<file path="config.mk">
export PLATFORM = sky130hd
export DESIGN_NAME = ebip_top
export DESIGN_NICKNAME = d
export VERILOG_FILES = /design/src/ebip_pkg.sv /design/src/ebip_buf2.sv /design/src/ebip_top.sv
export VERILOG_INCLUDE_DIRS = /design/src
export SDC_FILE = /design/constraint.sdc
export NUM_CORES = 1
export LEC_CHECK = 0
export ABC_AREA = 1
export BUFFER_PORTS_ARGS = -buffer_cell sky130_fd_sc_hd__buf_2
export CAP_MARGIN = 20
export CORE_UTILIZATION = 53
export CTS_BUF_LIST = sky130_fd_sc_hd__clkbuf_8
export DETAILED_ROUTE_END_ITERATION = 10
export PLACE_DENSITY_LB_ADDON = 0.1
export SLEW_MARGIN = 40
export SYNTH_ARGS = -nofsm -noshare
export SYNTH_HDL_FRONTEND = slang
export SYNTH_HIERARCHICAL = 1
export SYNTH_SLANG_ARGS = --single-unit
</file>
<file path="constraint.sdc">
create_clock -name core_clk -period 4 [get_ports core_clk]
set_input_delay 0.4 -clock core_clk [delete_from_list [all_inputs] [get_ports core_clk]]
set_output_delay 0.4 -clock core_clk [all_outputs]
set_load 0.005 [all_outputs]
</file>
<file path="src/ebip_map.svh">
// ebip_map.svh: named constants of the external bus pin interface
`ifndef EBIP_MAP_SVH
`define EBIP_MAP_SVH
`define EBIP_ST_IDLE 2'h0
`define EBIP_ST_ADDR 2'h1
`define EBIP_ST_COL 2'h3
`define EBIP_ST_XFER 2'h2
`define EBIP_BOOT_8 2'h0
`define EBIP_BOOT_16 2'h1
`define EBIP_BOOT_32 2'h2
`define EBIP_BOOT_WAIT0 2'h0
`define EBIP_BOOT_STEP 2'h1
`define EBIP_BOOT_SETTLE 2'h2
`define EBIP_FIRST_DRAM_BANK 3'h4
`define EBIP_DRAM_CFG_W 4
`define EBIP_DMA_CH3 2'h3
`define EBIP_WAIT_ZERO 4'h0
`define EBIP_WAIT_STEP 4'h1
`define EBIP_ADDR_W 24
`define EBIP_DATA_W 32
`define EBIP_LANES 4
`endif

</file>
<file path="src/ebip_pkg.sv">
// ebip_pkg.sv: types of the external bus pin interface
`include "ebip_map.svh"
package ebip_pkg;
	typedef enum logic [1:0] {
		st_idle = `EBIP_ST_IDLE,
		st_addr = `EBIP_ST_ADDR,
		st_col = `EBIP_ST_COL,
		st_xfer = `EBIP_ST_XFER
	} ebip_fsm_t;

	typedef enum logic [1:0] {
		boot_8 = `EBIP_BOOT_8,
		boot_16 = `EBIP_BOOT_16,
		boot_32 = `EBIP_BOOT_32
	} ebip_boot_t;

	// addr[23:18] is pin A6..A11, addr[17:8] A12..A21, addr[7:0] A22..A29
	typedef struct packed {
		logic [`EBIP_ADDR_W-1:0] addr;
		logic [`EBIP_DATA_W-1:0] wdata;
		logic [0:`EBIP_LANES-1] be;
		logic write;
		logic [2:0] bank;
		logic [3:0] waits;
		logic dma;
		logic [1:0] dma_ch;
		logic last;
	} ebip_req_t;

	typedef struct packed {
		logic [`EBIP_DATA_W-1:0] rdata;
		logic fault;
	} ebip_rsp_t;

	typedef struct packed {
		logic [`EBIP_DATA_W-1:0] data;
		logic [5:0] addr_lo;
		logic [7:0] addr_hi;
		logic fault_n;
		logic irq_n;
		logic boot;
		logic takeover;
		logic [0:3] dma_req_n;
		logic [0:3] eot_n;
		logic oe_n;
		logic rw;
	} ebip_pin_in_t;

	typedef struct packed {
		logic [5:0] bank_sel;
		logic [7:0] page;
		logic [1:0] size;
		logic dram_req;
		logic read;
	} ebip_ext_t;

	typedef struct packed {
		ebip_pin_in_t sy1;
		ebip_pin_in_t sy2;
		ebip_fsm_t fsm;
		logic grant;
		ebip_req_t req;
		logic [3:0] wait_cnt;
		logic boot_rst_smp;
		logic boot_done;
		logic [1:0] boot_wait;
		ebip_boot_t boot_width;
		logic irq_low_seen;
		logic irq_pulse;
		logic sys_err;
		logic fault_pulse;
		ebip_ext_t ext;
		logic ext_ack;
		logic page_cross;
	} ebip_state_t;

	typedef struct packed {
		ebip_rsp_t head;
		ebip_rsp_t tail;
		logic head_vld;
		logic tail_vld;
	} ebip_buf_t;
endpackage : ebip_pkg

</file>
<file path="src/ebip_buf2.sv">
// ebip_buf2.sv: two-entry read data buffer with valid and ready on both sides
`timescale 1ns/10ps
module ebip_buf2 (
	input wire logic core_clk,
	input wire logic sys_rst,
	input wire logic in_valid,
	output logic in_ready,
	input ebip_pkg::ebip_rsp_t in_data,
	output logic out_valid,
	input wire logic out_ready,
	output ebip_pkg::ebip_rsp_t out_data
);
	import ebip_pkg::*;

	ebip_buf_t buf_ff;
	ebip_buf_t nxt_buf;
	logic pop;
	logic push;

	assign in_ready = ~buf_ff.tail_vld;
	assign out_valid = buf_ff.head_vld;
	assign out_data = buf_ff.head;
	assign pop = buf_ff.head_vld & out_ready;
	assign push = in_valid & ~buf_ff.tail_vld;

	// head always holds the oldest word; tail only fills while head waits
	always_comb begin
		nxt_buf = buf_ff;
		if (pop) begin
			nxt_buf.head = buf_ff.tail;
			nxt_buf.head_vld = buf_ff.tail_vld;
			nxt_buf.tail_vld = 1'b0;
		end
		if (push) begin
			if (!nxt_buf.head_vld) begin
				nxt_buf.head = in_data;
				nxt_buf.head_vld = 1'b1;
			end else begin
				nxt_buf.tail = in_data;
				nxt_buf.tail_vld = 1'b1;
			end
		end
		if (sys_rst) begin
			nxt_buf.head_vld = 1'b0;
			nxt_buf.tail_vld = 1'b0;
		end
	end

	always_ff @(posedge core_clk) begin
		buf_ff <= nxt_buf;
	end
endmodule : ebip_buf2

</file>
<file path="src/ebip_top.sv">
// ebip_top.sv: pin-level external bus interface for memory banks, dma and external masters
`timescale 1ns/10ps
`include "ebip_map.svh"
//
// Function
// - A6-A11 drive as master, else bank-select inputs
// - A12-A21 driven only while bus master
// - A22-A29 drive as master, else page inputs
// - column select low for row, high column
// - boot width sampled in and after reset
// - bus fault sampled only in final cycle
// - regain request while granted and work pending
// - shared pin is dma strobe when ungranted
// - dma strobe marks each dma transfer completion
// - four column strobes, one per byte lane
// - banks 0-3 have dedicated sram selects
// - banks 4-7 select or reversed row strobe
// - 32-bit data bus, bit 0 most significant
// - dma ack per channel; ch3 external data ack
// - dram read/write enables for both masters
// - end/count pin role per channel bit
// - system error held until syndrome cleared
// - grant high when bus given, low regained
// - sram read enable, else size bit 1
module ebip_top (
	input wire logic core_clk,
	input wire logic sys_rst,
	input wire logic req_valid,
	output logic req_ready,
	input ebip_pkg::ebip_req_t req,
	output logic rsp_valid,
	input wire logic rsp_ready,
	output ebip_pkg::ebip_rsp_t rsp,
	output logic bus_fault,
	input wire logic [`EBIP_DRAM_CFG_W-1:0] bank_is_dram,
	input wire logic [0:3] end_or_count_role_bit,
	output logic [0:3] dma_req,
	output logic [0:3] dma_end_request,
	input wire logic machine_check_detect,
	input wire logic syndrome_clear,
	output logic sys_error,
	output logic critical_irq,
	output ebip_pkg::ebip_boot_t boot_width,
	output logic boot_width_valid,
	output ebip_pkg::ebip_ext_t ext_master,
	output logic ext_page_cross,
	input wire logic [5:0] addr_lo_in,
	output logic [5:0] addr_lo_out,
	output logic addr_lo_oe,
	output logic [9:0] addr_mid_out,
	output logic addr_mid_oe,
	input wire logic [7:0] addr_hi_in,
	output logic [7:0] addr_hi_out,
	output logic addr_hi_oe,
	input wire logic [0:`EBIP_DATA_W-1] data_in,
	output logic [0:`EBIP_DATA_W-1] data_out,
	output logic data_oe,
	input wire logic read_write_in,
	output logic read_write_out,
	output logic read_write_oe,
	output logic addr_mux_column_select,
	input wire logic boot_width_select,
	input wire logic bus_fault_in_n,
	output logic bus_regain_request_dma_transfer_strobe,
	output logic [0:`EBIP_LANES-1] column_strobe_lane_n,
	input wire logic critical_irq_in_n,
	output logic [0:3] sram_select_bank_n,
	output logic [4:7] bank_select_or_row_strobe_n,
	output logic [0:3] dma_ack_ch_n,
	input wire logic [0:3] dma_req_ch_n,
	output logic dram_read_enable_n,
	output logic dram_write_strobe_n,
	input wire logic [0:3] dma_end_or_count_ch_n_in,
	output logic [0:3] dma_end_or_count_ch_n_out,
	output logic [0:3] dma_end_or_count_ch_n_oe,
	input wire logic sram_read_enable_n_in,
	output logic sram_read_enable_n_out,
	output logic sram_read_enable_n_oe,
	output logic bus_grant_out,
	input wire logic bus_takeover_request
);
	import ebip_pkg::*;

	ebip_state_t st_ff;
	ebip_state_t nxt_st;
	ebip_pin_in_t pin_now;
	ebip_rsp_t push_data;
	logic push_valid;
	logic buf_in_ready;
	logic final_cycle;
	logic cur_dram;
	logic dma_xfer;
	logic ext_dram;

	function automatic logic ebip_is_dram(input logic [2:0] bank, input logic [`EBIP_DRAM_CFG_W-1:0] cfg);
		return (bank >= `EBIP_FIRST_DRAM_BANK) && cfg[bank[1:0]];
	endfunction : ebip_is_dram

	function automatic logic ebip_bank_hit(input ebip_state_t s, input logic [2:0] idx);
		return (s.fsm != st_idle) && (s.req.bank == idx);
	endfunction : ebip_bank_hit

	// every pin input passes two flops before use
	always_comb begin
		pin_now.data = data_in;
		pin_now.addr_lo = addr_lo_in;
		pin_now.addr_hi = addr_hi_in;
		pin_now.fault_n = bus_fault_in_n;
		pin_now.irq_n = critical_irq_in_n;
		pin_now.boot = boot_width_select;
		pin_now.takeover = bus_takeover_request;
		pin_now.dma_req_n = dma_req_ch_n;
		pin_now.eot_n = dma_end_or_count_ch_n_in;
		pin_now.oe_n = sram_read_enable_n_in;
		pin_now.rw = read_write_in;
	end

	assign final_cycle = (st_ff.fsm == st_xfer) && (st_ff.wait_cnt == `EBIP_WAIT_ZERO);
	assign cur_dram = ebip_is_dram(st_ff.req.bank, bank_is_dram);
	assign dma_xfer = final_cycle && st_ff.req.dma;
	assign ext_dram = st_ff.grant && st_ff.ext.dram_req;
	assign push_valid = final_cycle && !st_ff.req.write;
	assign push_data.rdata = st_ff.sy2.data;
	assign push_data.fault = ~st_ff.sy2.fault_n;
	// a read is only accepted when the buffer can take its answer
	assign req_ready = (st_ff.fsm == st_idle) && !st_ff.grant && !st_ff.sy2.takeover
		&& (req.write || buf_in_ready);

	always_comb begin
		nxt_st = st_ff;
		nxt_st.sy1 = pin_now;
		nxt_st.sy2 = st_ff.sy1;
		nxt_st.irq_pulse = 1'b0;
		nxt_st.fault_pulse = 1'b0;
		nxt_st.page_cross = 1'b0;
		unique case (st_ff.fsm)
			st_idle: begin
				if (st_ff.grant) begin
					if (!st_ff.sy2.takeover) begin
						nxt_st.grant = 1'b0;
					end
				end else if (st_ff.sy2.takeover) begin
					nxt_st.grant = 1'b1;
				end else if (req_valid && req_ready) begin
					nxt_st.req = req;
					nxt_st.wait_cnt = req.waits;
					nxt_st.fsm = st_addr;
				end
			end
			st_addr: begin
				nxt_st.fsm = cur_dram ? st_col : st_xfer;
			end
			st_col: begin
				nxt_st.fsm = st_xfer;
			end
			st_xfer: begin
				if (final_cycle) begin
					nxt_st.fsm = st_idle;
					nxt_st.fault_pulse = ~st_ff.sy2.fault_n;
				end else begin
					nxt_st.wait_cnt = st_ff.wait_cnt - `EBIP_WAIT_STEP;
				end
			end
		endcase
		// external master view of the shared pins
		if (st_ff.grant) begin
			nxt_st.ext.bank_sel = st_ff.sy2.addr_lo;
			nxt_st.ext.page = st_ff.sy2.addr_hi;
			nxt_st.ext.size = {~st_ff.sy2.oe_n, ~st_ff.sy2.eot_n[`EBIP_DMA_CH3]};
			nxt_st.ext.dram_req = ~st_ff.sy2.dma_req_n[`EBIP_DMA_CH3];
			nxt_st.ext.read = st_ff.sy2.rw;
			nxt_st.page_cross = st_ff.ext_ack && (st_ff.ext.page != st_ff.sy2.addr_hi);
		end else begin
			nxt_st.ext.dram_req = 1'b0;
		end
		nxt_st.ext_ack = ext_dram;
		// critical interrupt needs a low phase followed by a high phase
		if (!st_ff.sy2.irq_n) begin
			nxt_st.irq_low_seen = 1'b1;
		end else if (st_ff.irq_low_seen) begin
			nxt_st.irq_low_seen = 1'b0;
			nxt_st.irq_pulse = 1'b1;
		end
		// detection wins over a clear in the same cycle
		if (machine_check_detect) begin
			nxt_st.sys_err = 1'b1;
		end else if (syndrome_clear) begin
			nxt_st.sys_err = 1'b0;
		end
		// boot width: one sample during reset, one once the synced pin shows the released level
		if (!st_ff.boot_done && (st_ff.boot_wait != `EBIP_BOOT_SETTLE)) begin
			nxt_st.boot_wait = st_ff.boot_wait + `EBIP_BOOT_STEP;
		end else if (!st_ff.boot_done) begin
			nxt_st.boot_done = 1'b1;
			if (st_ff.boot_rst_smp == st_ff.sy2.boot) begin
				nxt_st.boot_width = st_ff.sy2.boot ? boot_32 : boot_8;
			end else begin
				nxt_st.boot_width = boot_16;
			end
		end
		if (sys_rst) begin
			nxt_st.fsm = st_idle;
			nxt_st.grant = 1'b0;
			nxt_st.req = '0;
			nxt_st.wait_cnt = `EBIP_WAIT_ZERO;
			nxt_st.boot_rst_smp = st_ff.sy2.boot;
			nxt_st.boot_done = 1'b0;
			nxt_st.boot_wait = `EBIP_BOOT_WAIT0;
			nxt_st.boot_width = boot_8;
			nxt_st.irq_low_seen = 1'b0;
			nxt_st.irq_pulse = 1'b0;
			nxt_st.sys_err = 1'b0;
			nxt_st.fault_pulse = 1'b0;
			nxt_st.ext = '0;
			nxt_st.ext_ack = 1'b0;
			nxt_st.page_cross = 1'b0;
		end
	end

	always_ff @(posedge core_clk) begin
		st_ff <= nxt_st;
	end

	ebip_buf2 u_rsp_buf (
		.core_clk(core_clk),
		.sys_rst(sys_rst),
		.in_valid(push_valid),
		.in_ready(buf_in_ready),
		.in_data(push_data),
		.out_valid(rsp_valid),
		.out_ready(rsp_ready),
		.out_data(rsp)
	);

	// core-side status
	assign bus_fault = st_ff.fault_pulse;
	assign sys_error = st_ff.sys_err;
	assign critical_irq = st_ff.irq_pulse;
	assign boot_width = st_ff.boot_width;
	assign boot_width_valid = st_ff.boot_done;
	assign ext_master = st_ff.ext;
	assign ext_page_cross = st_ff.page_cross;

	// address, data and direction pins, released while granted
	assign addr_lo_out = st_ff.req.addr[23:18];
	assign addr_lo_oe = !st_ff.grant;
	assign addr_mid_out = st_ff.req.addr[17:8];
	assign addr_mid_oe = !st_ff.grant;
	assign addr_hi_out = st_ff.req.addr[7:0];
	assign addr_hi_oe = !st_ff.grant;
	assign data_out = st_ff.req.wdata;
	assign data_oe = !st_ff.grant && st_ff.req.write && (st_ff.fsm == st_xfer);
	assign read_write_out = !st_ff.req.write;
	assign read_write_oe = !st_ff.grant;

	// dram row/column multiplexer select
	assign addr_mux_column_select = cur_dram && ((st_ff.fsm == st_col) || (st_ff.fsm == st_xfer));

	// shared pin: regain request while granted, dma strobe otherwise (active low)
	assign bus_regain_request_dma_transfer_strobe = st_ff.grant ? req_valid : !dma_xfer;

	// sram output enable, or size bit 1 while granted
	assign sram_read_enable_n_out = !(!cur_dram && !st_ff.req.write && (st_ff.fsm == st_xfer));
	assign sram_read_enable_n_oe = !st_ff.grant;

	// dram enables for own and external master accesses
	assign dram_read_enable_n = !((cur_dram && !st_ff.req.write && (st_ff.fsm == st_xfer))
		|| (ext_dram && st_ff.ext.read));
	assign dram_write_strobe_n = !((cur_dram && st_ff.req.write && (st_ff.fsm == st_xfer))
		|| (ext_dram && !st_ff.ext.read));

	assign bus_grant_out = st_ff.grant;

	// per-lane, per-bank and per-channel pins
	always_comb begin
		for (int i = 0; i < `EBIP_LANES; i++) begin
			column_strobe_lane_n[i] = !(cur_dram && st_ff.req.be[i]
				&& ((st_ff.fsm == st_col) || (st_ff.fsm == st_xfer)));
		end
		for (int i = 0; i < 4; i++) begin
			sram_select_bank_n[i] = !ebip_bank_hit(st_ff, 3'(i));
		end
		// pin of bank k is also row strobe 7-k, so the bank hit drives both roles
		for (int i = 4; i < 8; i++) begin
			bank_select_or_row_strobe_n[i] = !ebip_bank_hit(st_ff, 3'(i));
		end
		for (int i = 0; i < 4; i++) begin
			dma_ack_ch_n[i] = !((st_ff.fsm != st_idle) && st_ff.req.dma
				&& (st_ff.req.dma_ch == 2'(i)));
			dma_req[i] = !st_ff.sy2.dma_req_n[i];
			dma_end_request[i] = !end_or_count_role_bit[i] && !st_ff.sy2.eot_n[i];
			dma_end_or_count_ch_n_out[i] = !(dma_xfer && st_ff.req.last
				&& (st_ff.req.dma_ch == 2'(i)));
			dma_end_or_count_ch_n_oe[i] = end_or_count_role_bit[i];
		end
		// channel 3 pins change role while an external master owns the bus
		if (st_ff.grant) begin
			dma_ack_ch_n[`EBIP_DMA_CH3] = !st_ff.ext_ack;
			dma_req[`EBIP_DMA_CH3] = 1'b0;
			dma_end_request[`EBIP_DMA_CH3] = 1'b0;
			dma_end_or_count_ch_n_oe[`EBIP_DMA_CH3] = 1'b0;
		end
	end
endmodule : ebip_top

</file>
==> impl_metrics.toml <==
[clocking]
h-tree-depth = 2
clk_path_buf_depth = 3
cts_buffers = 47
cts_setup_buffers = 0
clkTransAtPathRegs_ns = 0.06
clock-sinks = 293
insertion_delay_ns = 0.55
cts-root-buf = "clkbuf_8"
cts_tree = "done"

[pwr]
p_leak_nw = 5.97
irDropWorstVdd_mv = 0.441
power_density_mw_per_mm2 = 622

[detailed_routing]
first_iter_violations = 330
routed_wl_mm = 22.9
vias = 7667
first_pass_iters = 4
routed_via_density = 4.64
drc = 0
detail_route.wl_per_cell_um = 13.9
ant_nets = 0

[place]
gp_congestion = 0.798
port_buffers = 306
place_hpwl_mm = 14.3

[floorplanning]
io_pins = 307
die_h_um = 141
core_area_mm2 = 0.0188
die_width_um = 141
num_rows = 50
dieArea_mm2 = 0.0199
start_util = 0.544

[timing]
finalSetupViolations = 0
max_freq_mhz = 367
hold_viol = 0
hold_slack_ns = 0.0642
slew_violations = 0
clock-skew-final_ns = 0.0155
maxSlewHeadroom = 0.521
fin_setup_tns_ns = 0
rsz0062_at_grt = "no"
min_period_over_period = 0.681
layout_min_cycle_time_ns = 2.72
worst_pin_slew_ns = 0.717

[setup_path]
cp_slowest_stage_delay_ns = 0.59
endpoint_kind = "primary output"
cp.required_ns = 3.60
startpoint_type = "flop"
path_class = "reg -> out"
cp_max_fo = 24
worstPathCellList = "buf_4 > inv_1 > nor3_1 > o21bai_1 > inv_1 > buf_2"
crit_top_cell = "inv_1"
crit_arrival_ns = 2.32
critPathSlowestCell = "dfxtp_1"

[global_route]
grt_usage = 0.232
grt_pass1_wl_mm = 36.5
grtUsageMet3 = 0.0662
grt_max_degree = 77
grt_pass1_vias = 7308
grt_use_met2 = 0.379
gr-max-usage-layer = "met2"
met1_usage = 0.285
antenna_found_initial = 1
overflow = 0

[yosys]
ys_seq_area_frac = 0.606
syn_inst = 1099
synth.largest_area_cell = "dfxtp_1"
yosys_warnings = 6
yosys.area.top_type_share = 0.507
netlist_area_mm2 = 0.0102
synth.distinct_cells = 29
syn_nets = 1248
ys_top_cells_by_area = "dfxtp_1, edfxtp_1, buf_4, nor2_1, nand2_1"
avgSynthCellArea_um2 = 9.31
synth_seq_cells = 293

[layout]
area_growth_pct = 21.3
nNetsFinal = 1503
final_cell_mix = "buf_2, dfxtp_1, nor2_1"
fill_cells = 1571
mostFrequentLayoutCell = "buf_2"
drive_gt1_frac = 0.281

[hold_path]
hp-class = "in -> reg"

[job]
maxCapViolCount = 0

[run_status]
outcome = "completed"
[layout make-up]
cell class	count	area, um^2	share of cell area
flip-flops and latches	293	6210	0.500
multi-input cells	594	2630	0.212
repair buffers	372	2180	0.175
clock buffers	55	757	0.0610
well taps	260	325	0.0262
inverters	46	178	0.0143
clock inverters	30	136	0.0110
diodes	1	2.50	0.000202
[layer usage]
layer / vias to the layer above / share of wire
li1: 3908 / -
met2: 265 / 0.48
met4: 0 / 0.030
met5: - / 0
met3: 56 / 0.072
met1: 3438 / 0.42
[path summary, 6_finish.rpt]
| kind | slack [ns] | cells after the start | end | startpoint |
|---|---|---|---|---|
| setup / recovery | 1.28 | 6 | dram_write_strobe_n | bus_grant_out |
| hold / removal | 0.06 | 3 | sys_error | machine_check_detect |
| setup reg to reg | 1.71 | 10 | u_rsp_buf/out_data[4] | st_ff[107] |
| hold reg to reg | 0.32 | 0 | push_data[7] | nxt_st[143] |
[synth_stat cells, drive strengths merged]
master	count
ha	3
nor3	4
nor2	192
o21bai	1
dfxtp	259
clkbuf	13
a21oi	18
nand4	5
a22oi	1
buf	153
inv	46
nand2	180
edfxtp	34
nor4	1
o21a	1
o21ai	94
o22ai	1
nand3	83
nand3b	2
xnor2	8
[report_power, final]
group | switching, mW | leakage [nW] | total, mW | internal (mW)
Clock | 1.13 | 0.532 | 2.39 | 1.26
Sequential | 0.254 | 2.47 | 3.68 | 3.43
Combinational | 0.943 | 2.97 | 1.65 | 0.706
Total | 2.33 | 5.97 | 7.72 | 5.39
[cells by family after synthesis]
family,share of synthesized area
buf+inv,0.137
compound gates,0.0576
flops,0.606
xor+xnor,0.00685
simple gates,0.189
fa+ha+maj,0.00367
[sequential cells by signal (all words and copies together), names as in the netlist, 10 cells and up]
| signal | cells |
|---|---|
| data_out | 32 |
| ext_master | 18 |
| addr_mid_out | 10 |
| push_data | 32 |
| st_ff | 51 |
| u_rsp_buf/out_data | 33 |
| u_rsp_buf/buf_ff | 34 |
| nxt_st | 60 |
[repair_timing]
| action | in CTS | in global routing |
|---|---|---|
| endpoints found under the hold margin | 60 | 0 |
| gates resized for setup | 0 | 0 |
| hold buffers | 60 | 0 |
[metrics by stage]
step | util | setup WS (ns) | cell area [um^2] | power, mW | instances
finish | 0.659 | 1.28 | 12400 | 7.72 | 1651
global route | 0.659 | 1.08 | 12400 | 8.23 | 1651
CTS | 0.659 | 1.23 | 12400 | 7.79 | 1650
detailed placement | 0.580 | 1.69 | 10900 | 5.34 | 1505
global placement | 0.579 | 1.75 | 10900 | 5.31 | 1505
floorplan | - | 1.96 | 10200 | 5.16 | 1099
[critical path, delay by kind of cell (launching register included)]
kind	cells	cell delay, ns
DFF	1	0.59
AOI/OAI and AO/OA	1	0.14
buffers and inverters	4	0.80
and+or+nand+nor	1	0.26
(Power assumes the default switching activity.)
